===== src/hw/adc_defs.svh =====
`ifndef ADC_DEFS_SVH
`define ADC_DEFS_SVH

// ----------------------------------------
// Register addresses
// ----------------------------------------
`define ADR_RESULT 16'hFF18
`define ADR_MODE 16'hFF80
`define ADR_CHAN 16'hFF81

// ----------------------------------------
// Reset values and masks
// ----------------------------------------
`define MODE_RESET 8'h00
`define CHAN_RESET 3'h0
`define MODE_WMASK 8'hFE
`define RESULT_PAD 6'h00

// ----------------------------------------
// Mode field positions
// ----------------------------------------
`define MODE_RUN_BIT 7
`define MODE_HW_BIT 6
`define MODE_FR_HI 5
`define MODE_FR_LO 3
`define MODE_EDGE_HI 2
`define MODE_EDGE_LO 1

// ----------------------------------------
// Conversion timing
// ----------------------------------------
// A conversion is 12 equal steps: 2 sample steps plus 10 bit steps
`define STEPS_PER_CONV 12
`define CONV_CLKS_144 144
`define CONV_CLKS_120 120
`define CONV_CLKS_96 96
`define CONV_CLKS_72 72
`define CONV_CLKS_60 60
`define CONV_CLKS_48 48
`define SAMPLE_STEPS 2

`endif


===== src/hw/adc_pkg.sv =====
`default_nettype none
package adc_pkg;
  typedef logic [9:0] sar_word_t;
  typedef logic [3:0] step_len_t;
  typedef logic [2:0] chan_t;
  typedef enum logic [2:0] {
    CTL_IDLE = 3'b001,
    CTL_WAIT_TRIG = 3'b010,
    CTL_BUSY = 3'b100
  } ctl_state_t;
  typedef enum logic [2:0] {
    ENG_IDLE = 3'b001,
    ENG_SAMPLE = 3'b010,
    ENG_COMPARE = 3'b100
  } eng_state_t;
  typedef enum logic [1:0] {
    EDGE_NONE = 2'b00,
    EDGE_FALL = 2'b01,
    EDGE_RISE = 2'b10,
    EDGE_BOTH = 2'b11
  } edge_sel_t;
endpackage
`default_nettype wire


===== src/hw/sar_step_if.sv =====
`default_nettype none
interface sar_step_if;
  import adc_pkg::*;
  logic start;
  logic abort;
  step_len_t step_len;
  logic done;
  sar_word_t sar_value;
  modport ctrl (output start, output abort, output step_len, input done, input sar_value);
  modport engine (input start, input abort, input step_len, output done, output sar_value);
endinterface
`default_nettype wire


===== src/hw/sar_adc_controller.sv =====
// Summary of operation
// - Ten-bit successive approximation of one of eight analog inputs.
// - Only the currently selected channel is converted.
// - Hardware start: chosen trigger edge (rise, fall, both) begins conversion.
// - Software start: setting run bit in mode register starts conversion.
// - Trigger-started conversion runs once, then raises end-of-conversion request.
// - Software-started conversions repeat; each completion raises the request.
// - Bits resolve MSB first; after LSB the value goes to result.
// - Result is 16 bits, left aligned, low six bits read zero.
// - Result reloads at the end of every completed conversion.
// - Result is read-only at its address, read as one 16-bit access.
// - Result is not reset; undefined until a conversion completes.
// - Mode holds conversion time, run control and trigger configuration.
// - Mode register takes single-bit and full-byte writes.
// - Reset clears mode register to zero, stopping the converter.
// - Mode: b7 run, b6 hardware start, b5-3 time, b2-1 edge.
// - Channel register low three bits pick inputs zero to seven.
// - Mode or channel rewrite aborts; restarts from first bit in software start, hardware start waits for a trigger.
`default_nettype none
`include "adc_defs.svh"
module sar_adc_controller (
  input wire logic clk,
  input wire logic rst_n,
  input wire logic [15:0] addr,
  input wire logic byte_wr,
  input wire logic [7:0] wr_data,
  input wire logic bit_wr,
  input wire logic [2:0] bit_idx,
  input wire logic bit_val,
  input wire logic rd_en,
  output logic [15:0] rd_data,
  input wire logic ext_conv_trigger,
  input wire logic comp_hi,
  output logic [9:0] tap_code,
  output logic sample_hold,
  output logic [2:0] analog_inputs_sel,
  output logic conv_end_irq
);
  import adc_pkg::*;

  sar_step_if step ();

  ctl_state_t state_q, state_d;
  logic [7:0] mode_q, mode_d;
  chan_t chan_q, chan_d;
  logic trig_q;
  logic [15:0] result_q, result_d;
  logic [15:0] rd_q, rd_d;
  logic irq_q, irq_d;
  logic mode_wr, chan_wr, any_wr;
  logic run, hw_mode, trig_edge;
  edge_sel_t edge_sel;
  logic [2:0] time_sel;
  logic [7:0] conv_clks;

  // ----------------------------------------
  // Register writes
  // ----------------------------------------
  assign mode_wr = (byte_wr || bit_wr) && (addr == `ADR_MODE);
  assign chan_wr = byte_wr && (addr == `ADR_CHAN);
  assign any_wr = mode_wr || chan_wr;

  always_comb begin
    mode_d = mode_q;
    chan_d = chan_q;
    if (byte_wr && addr == `ADR_MODE) begin
      mode_d = wr_data & `MODE_WMASK;
    end else if (bit_wr && addr == `ADR_MODE) begin
      mode_d[bit_idx] = bit_val;
      mode_d = mode_d & `MODE_WMASK;
    end
    if (chan_wr) begin
      chan_d = wr_data[2:0];
    end
  end

  // ----------------------------------------
  // Mode decode
  // ----------------------------------------
  // Decoding the new value lets an abort restart under the new settings
  assign run = mode_d[`MODE_RUN_BIT];
  assign hw_mode = mode_d[`MODE_HW_BIT];
  assign time_sel = mode_q[`MODE_FR_HI:`MODE_FR_LO];
  assign edge_sel = edge_sel_t'(mode_q[`MODE_EDGE_HI:`MODE_EDGE_LO]);

  // Prohibited time codes fall back to the slowest setting
  always_comb begin
    case (time_sel)
      3'b001: conv_clks = 8'(`CONV_CLKS_120);
      3'b010: conv_clks = 8'(`CONV_CLKS_96);
      3'b100: conv_clks = 8'(`CONV_CLKS_72);
      3'b101: conv_clks = 8'(`CONV_CLKS_60);
      3'b110: conv_clks = 8'(`CONV_CLKS_48);
      default: conv_clks = 8'(`CONV_CLKS_144);
    endcase
  end
  assign step.step_len = 4'(conv_clks / 8'(`STEPS_PER_CONV));

  // ----------------------------------------
  // Trigger edge detect
  // ----------------------------------------
  always_comb begin
    case (edge_sel)
      EDGE_FALL: trig_edge = trig_q && !ext_conv_trigger;
      EDGE_RISE: trig_edge = !trig_q && ext_conv_trigger;
      EDGE_BOTH: trig_edge = trig_q != ext_conv_trigger;
      default: trig_edge = 1'b0;
    endcase
  end

  // ----------------------------------------
  // Conversion sequencing
  // ----------------------------------------
  always_comb begin
    state_d = state_q;
    step.start = 1'b0;
    step.abort = 1'b0;
    if (any_wr) begin
      // Rewrite restarts from the first bit in software mode; hardware mode waits for a trigger
      step.abort = 1'b1;
      if (!run) begin
        state_d = CTL_IDLE;
      end else if (hw_mode) begin
        state_d = CTL_WAIT_TRIG;
      end else begin
        state_d = CTL_BUSY;
      end
    end else begin
      case (state_q)
        CTL_IDLE: begin
          if (run) begin
            state_d = hw_mode ? CTL_WAIT_TRIG : CTL_BUSY;
          end
        end
        CTL_WAIT_TRIG: begin
          if (trig_edge) begin
            state_d = CTL_BUSY;
          end
        end
        CTL_BUSY: begin
          if (step.done) begin
            // One shot in hardware mode, continuous in software mode
            state_d = hw_mode ? CTL_WAIT_TRIG : CTL_BUSY;
          end
        end
        default: state_d = CTL_IDLE;
      endcase
    end
    // Engine is kicked when entering busy, or staying in busy after a done or a rewrite
    if (state_d == CTL_BUSY && (state_q != CTL_BUSY || step.done || any_wr)) begin
      step.start = 1'b1;
    end
  end

  // ----------------------------------------
  // Result, interrupt and read port
  // ----------------------------------------
  always_comb begin
    result_d = result_q;
    irq_d = 1'b0;
    if (step.done && !any_wr) begin
      result_d = {step.sar_value, `RESULT_PAD};
      irq_d = 1'b1;
    end
  end

  always_comb begin
    rd_d = rd_q;
    if (rd_en) begin
      if (addr == `ADR_RESULT) begin
        rd_d = result_q;
      end else if (addr == `ADR_MODE) begin
        rd_d = {8'h00, mode_q};
      end else if (addr == `ADR_CHAN) begin
        rd_d = {13'h0, chan_q};
      end else begin
        rd_d = 16'h0000;
      end
    end
  end

  // ----------------------------------------
  // Registers
  // ----------------------------------------
  always_ff @(posedge clk) begin
    if (!rst_n) begin
      state_q <= CTL_IDLE;
      mode_q <= `MODE_RESET;
      chan_q <= `CHAN_RESET;
      trig_q <= 1'b0;
      rd_q <= 16'h0000;
      irq_q <= 1'b0;
    end else begin
      state_q <= state_d;
      mode_q <= mode_d;
      chan_q <= chan_d;
      trig_q <= ext_conv_trigger;
      rd_q <= rd_d;
      irq_q <= irq_d;
    end
  end

  // Result deliberately outside reset
  always_ff @(posedge clk) begin
    result_q <= result_d;
  end

  sar_engine u_engine (
    .clk(clk),
    .rst_n(rst_n),
    .eng(step),
    .comp_hi(comp_hi),
    .tap_code(tap_code),
    .sample_hold(sample_hold)
  );

  assign rd_data = rd_q;
  assign analog_inputs_sel = chan_q;
  assign conv_end_irq = irq_q;
endmodule
`default_nettype wire


===== src/hw/sar_engine.sv =====
`default_nettype none
`include "adc_defs.svh"
module sar_engine (
  input wire logic clk,
  input wire logic rst_n,
  sar_step_if.engine eng,
  input wire logic comp_hi,
  output logic [9:0] tap_code,
  output logic sample_hold
);
  import adc_pkg::*;

  eng_state_t state_q, state_d;
  step_len_t cnt_q, cnt_d;
  logic [3:0] bit_q, bit_d;
  logic samp_step_q, samp_step_d;
  sar_word_t sar_q, sar_d;
  logic done_q, done_d;
  logic sh_q, sh_d;
  logic step_end;

  assign step_end = (cnt_q == eng.step_len - 4'h1);

  // ----------------------------------------
  // Next state
  // ----------------------------------------
  always_comb begin
    state_d = state_q;
    cnt_d = step_end ? 4'h0 : cnt_q + 4'h1;
    bit_d = bit_q;
    samp_step_d = samp_step_q;
    sar_d = sar_q;
    done_d = 1'b0;
    sh_d = sh_q;
    if (eng.abort) begin
      // Abort and restart land together on a rewrite; restart wins so no start is lost
      state_d = ENG_IDLE;
      sh_d = 1'b0;
      cnt_d = 4'h0;
      if (eng.start) begin
        state_d = ENG_SAMPLE;
        samp_step_d = 1'b0;
        sh_d = 1'b1;
      end
    end else begin
      case (state_q)
        ENG_IDLE: begin
          cnt_d = 4'h0;
          if (eng.start) begin
            state_d = ENG_SAMPLE;
            samp_step_d = 1'b0;
            sh_d = 1'b1;
          end
        end
        ENG_SAMPLE: begin
          if (step_end) begin
            samp_step_d = 1'b1;
            if (samp_step_q == 1'b1) begin
              // Hold, then try the top bit first
              state_d = ENG_COMPARE;
              sh_d = 1'b0;
              bit_d = 4'h9;
              sar_d = 10'h200;
            end
          end
        end
        ENG_COMPARE: begin
          if (step_end) begin
            // Comparator decides the bit under trial
            if (!comp_hi) begin
              sar_d[bit_q] = 1'b0;
            end
            if (bit_q == 4'h0) begin
              done_d = 1'b1;
              state_d = ENG_IDLE;
            end else begin
              bit_d = bit_q - 4'h1;
              sar_d[bit_q - 4'h1] = 1'b1;
            end
          end
        end
        default: state_d = ENG_IDLE;
      endcase
    end
  end

  // ----------------------------------------
  // Registers
  // ----------------------------------------
  always_ff @(posedge clk) begin
    if (!rst_n) begin
      state_q <= ENG_IDLE;
      cnt_q <= 4'h0;
      bit_q <= 4'h0;
      samp_step_q <= 1'b0;
      sar_q <= 10'h000;
      done_q <= 1'b0;
      sh_q <= 1'b0;
    end else begin
      state_q <= state_d;
      cnt_q <= cnt_d;
      bit_q <= bit_d;
      samp_step_q <= samp_step_d;
      sar_q <= sar_d;
      done_q <= done_d;
      sh_q <= sh_d;
    end
  end

  assign eng.done = done_q;
  assign eng.sar_value = sar_q;
  assign tap_code = sar_q; // Trial code to the tap selector
  assign sample_hold = sh_q;
endmodule
`default_nettype wire


===== config.mk =====
export PLATFORM = sky130hd
export DESIGN_NAME = sar_adc_controller
export DESIGN_NICKNAME = d
export VERILOG_FILES = /design/src/hw/adc_pkg.sv /design/src/hw/sar_step_if.sv /design/src/hw/sar_adc_controller.sv /design/src/hw/sar_engine.sv
export VERILOG_INCLUDE_DIRS = /design/src /design/src/hw
export SDC_FILE = /design/constraint.sdc
export NUM_CORES = 1
export LEC_CHECK = 0
export ABC_CLOCK_PERIOD_IN_PS = 3700
export BUFFER_PORTS_ARGS = -buffer_cell sky130_fd_sc_hd__buf_4
export CORE_ASPECT_RATIO = 1.2
export CORE_MARGIN = 4
export CORE_UTILIZATION = 56
export CTS_CLUSTER_SIZE = 12
export DETAILED_ROUTE_END_ITERATION = 16
export MAX_ROUTING_LAYER = met4
export PLACE_DENSITY_LB_ADDON = 0.3
export SLEW_MARGIN = 10
export SYNTH_ARGS = -nofsm -noshare
export SYNTH_HDL_FRONTEND = slang
export SYNTH_HIERARCHICAL = 1
export SYNTH_SLANG_ARGS = --single-unit

===== constraint.sdc =====
create_clock -name clk -period 3.7 [get_ports clk]
set_input_delay 0.37 -clock clk [delete_from_list [all_inputs] [get_ports clk]]
set_output_delay 0.37 -clock clk [all_outputs]
set_load 0.02 [all_outputs]

==> metrics.md <==
| Metric | Value |
|---|---|
| CTS H-tree lvls | `3` |
| Total number of vias | `between 3000 and 4000` |
| Max frequency | `slightly above 300 MHz` |
| Core region area | `between 0.006 and 0.007 mm²` |
| Yosys cell types | `between 70 and 80` |
| Worst skew pair latency | `between 300 and 400 ps` |
| WL final | `8.645 mm` |
| Post-synthesis sequential area ratio | `37.89%` |
| Initial detailed-routing violation count | `around 180` |
| # setup viols final | `0` |
| Ys flop type | `dfxtp_1` |
| Total Routing Usage GR | `a little under a quarter` |
| Largest net degree at the start of global routing | `25` |
| Synth-to-layout area growth | `16.88%` |
| Drt drc | `0` |
| Largest area contributor in the synthesized netlist | `dfxtp_1` |
| Relative slew slack | `between 40% and 50%` |
| WP data arrival | `3540 ps` |
| Vias in the first global route | `around 3200` |
| Req. time, crit path | `3940 ps` |
| Mean number of vias per cell | `5.888` |
| Crit-path most repeated cell | `ha_1` |
| Total gr overflow | `0` |
| Worst-Margin Slew | `around 880 ps` |
| FP Rows | `32` |
| Num CTS Buffers | `9` |
| ANT cells | `0` |
| RR Endpoint | `u_engine/eng.sar_value[6]$_SDFFE_PN0P_` |
| Initial antenna violation count | `0` |
| Leakage | `0.001765 µW` |
| Routability cong. | `0.9710` |
| Synth Cell Area | `~0.0037 mm²` |
| Post-CTS Setup Inserts | `0` |
| Total Neg Setup Slack | `0 ps` |
| Final Hold Fails | `0` |
| Synth top area cells | `dfxtp_1 (30%), edfxtp_1 (8.1%), mux2i_1 (5.1%)` |
| Die H | `roughly 97 µm` |
| Number of fill cells in the layout | `540` |
| Layout cell share with drive strength beyond 1 | `approximately 22%` |
| First-pass GRT wire length | `between 10 and 15 mm` |
| Power per cell area | `324.4 mW/mm²` |
| Routed len/inst | `between 15 and 20 µm` |
| Yosys warnings | `6` |
| Starting Density | `between 50% and 60%` |
| Final worst slack | `about 400 ps` |
| Post-CTS Resized | `0` |
| Asr flop ratio synth | `0%` |
| Clock skew | `~10 ps` |
| Syn nets | `469` |
| Post-layout min period | `roughly 3300 ps` |
| Clock buffer depth | `2` |
| Drt first pass iters | `4` |
| Hold EP | `analog_inputs_sel[1]$_SDFFE_PN0P_` |
| Die Wd | `about 82 µm` |
| FF-to-FF setup slack | `400 ps` |
| Slew Limit Fails | `0` |
| Hold path depth | `3` |
| Root Buffer | `clkbuf_8` |
| Crit path max-delay cell type | `dfxtp_1` |
| CP Cell Sequence | `xnor2_1 -> nor2_1 -> ha_1 -> nor3_1 -> a21oi_1 -> inv_1 -> ha_1 -> xor3_1 -> nor3_4 -> nand4_2 -> buf_4 -> o41ai_1` |
| Maximum vdd drop | `about 0.26 mV` |
| Clk sinks | `65` |
| PortBufs | `65` |
| Worst reg2reg path depth | `12` |
| Unrepaired setup endpoints after global routing | `no` |
| Max-Cap Viols | `0` |
| Mapped Cells | `approximately 420` |
| IO Count | `66` |
| Status | `finished, final reports clean` |
| Die area | `about 0.008 mm²` |
| Nets | `approximately 520` |
| Detail Route Antenna Nets | `0` |
| Placed cell count | `~550` |
| Avg Cell Area, Syn | `8.764 µm²` |
| Type of the worst setup path | `flop to flop` |
| Worst Setup End Kind | `flop` |
| Final cell count without fillers | `roughly 560` |
| Min-Delay Path Class | `input pin to flop` |
| Seq cells post-synth | `65` |
| Top cell type's share of synthesized area | `between 20% and 30%` |
| Dpl ws | `141.8 ps` |
| Startpoint type of the worst setup path | `flop` |
| Number of synthesized flops with an enable pin | `10` |
| CTS Hold Buffers Added | `0` |
| Final HPWL DP | `6.391 mm` |
| CTS tree | `yes` |
| Util after Layout | `67.48%` |
| CP max FO | `11` |
| Hold Crit Start | `wr_data[1]` |
| Clk slew on worst S/H paths | `about 80 ps` |
| Final period util | `between 80% and 90%` |
| Reg-to-reg startpoint | `mode_q[3]$_SDFFE_PN0P_` |
| Max incr delay on CP | `430 ps` |
[where the power goes]
part | internal, µW | switching [µW] | leakage [µW]
Sequential | 715 | 0.633 | 0.000532
Clock | 318 | 296 | 0.000104
Combinational | 35.1 | 37.6 | 0.00113
[placed cells by master (no fill, tap or decap), types with 6 or more instances in the layout]
| cell type | instances |
|---|---|
| a31oi_1 | 7 |
| nand3_1 | 17 |
| clkbuf_8 | 9 |
| a22oi_1 | 6 |
| o21ai_0 | 12 |
| nor2b_1 | 12 |
| inv_1 | 18 |
| nor3_1 | 8 |
| edfxtp_1 | 10 |
| ha_1 | 12 |
| nand2_1 | 38 |
| nand2b_1 | 8 |
| a21oi_1 | 24 |
| buf_4 | 68 |
| mux2i_1 | 19 |
| dfxtp_1 | 55 |
| nor2_1 | 44 |
[logic make-up after synthesis]
| family | count (synthesis) | synth area share (%) |
|---|---|---|
| compound gates | 92 | 17.66 |
| xor+xnor | 11 | 3.214 |
| fa+ha+maj | 12 | 4.059 |
| buf+inv | 52 | 7.510 |
| flops | 65 | 37.89 |
| mux | 19 | 5.142 |
| simple gates | 171 | 24.53 |
[sequential cells by signal (all words and copies together), names as in the netlist, 3 cells and up]
register                count
u_engine/state_q            3
analog_inputs_sel           3
u_engine/cnt_q              4
rd_data                    16
u_engine/eng.sar_value     10
result_q                   10
u_engine/bit_q              4
mode_q                      7
state_q                     3
[Yosys cell counts, types with 5 or more instances]
library cell  number
a21oi_1           24
a22oi_1            6
a31oi_1            7
buf_4             11
buf_6              5
clkbuf_1           9
dfxtp_1           55
edfxtp_1          10
ha_1              12
inv_1             18
mux2i_1           19
nand2_1           38
nand2b_1           8
nand3_1           17
nand3b_1           5
nand4_1            5
nor2_1            44
nor2b_1           12
nor3_1             8
o21ai_0           12
xnor2_1            5
[cell type report]
class                           instances  area (µm²)  area share (%)
Multi-Input combinational cell        305        2019           46.71
Timing Repair Buffer                   68       510.5           11.81
Tap cell                               85       106.4           2.460
Clock inverter                          7       78.83           1.823
Inverter                               22       82.58           1.910
Sequential cell                        65        1401           32.42
Clock buffer                            9       123.9           2.865
[how the worst max path moves through the flow]
stage,depth (start not counted),slack [ps],startpoint,to
after floorplan,12,490,addr[3],u_engine/sample_hold$_SDFFE_PN0P_
after global placement,12,280,addr[3],u_engine/sample_hold$_SDFFE_PN0P_
after detailed placement,12,140,addr[3],u_engine/sample_hold$_SDFFE_PN0P_
after CTS,12,400,mode_q[3]$_SDFFE_PN0P_,u_engine/eng.sar_value[6]$_SDFFE_PN0P_
after global routing,12,130,mode_q[3]$_SDFFE_PN0P_,u_engine/eng.sar_value[6]$_SDFFE_PN0P_
final,12,400,mode_q[3]$_SDFFE_PN0P_,u_engine/eng.sar_value[6]$_SDFFE_PN0P_
[worst max-delay path: cells and delay by family (launching register included)]
| kind | cells | cell delay [ps] |
|---|---|---|
| DFF | 1 | 430 |
| AOI/OAI and AO/OA | 2 | 650 |
| buffers and inverters | 2 | 370 |
| adders and majority gates | 2 | 500 |
| xor gates and xnor gates | 2 | 560 |
| and+or+nand+nor | 4 | 680 |
[metal layers]
metal | wire length [µm] | GRT usage [%] | vias to the layer above
met5 | 0 | - | -
met4 | 260 | 11.13 | 0
met3 | 470 | 3.538 | 24
met2 | 4288 | 36.30 | 124
met1 | 3625 | 29.03 | 1549
li1 | - | - | 1606
[metrics by stage]
stage	instance area, µm²	hold slack (ps)	power [µW]
3_3_place_gp	4120	442.9	803.5
5_1_grt	4323	274.0	1451
6_report	4323	261.2	1402
4_1_cts	4323	251.1	1417
3_5_place_dp	4120	463.9	804.5
2_1_floorplan	3699	431.7	765.9
Note: power is estimated with default switching activity, not from simulation.
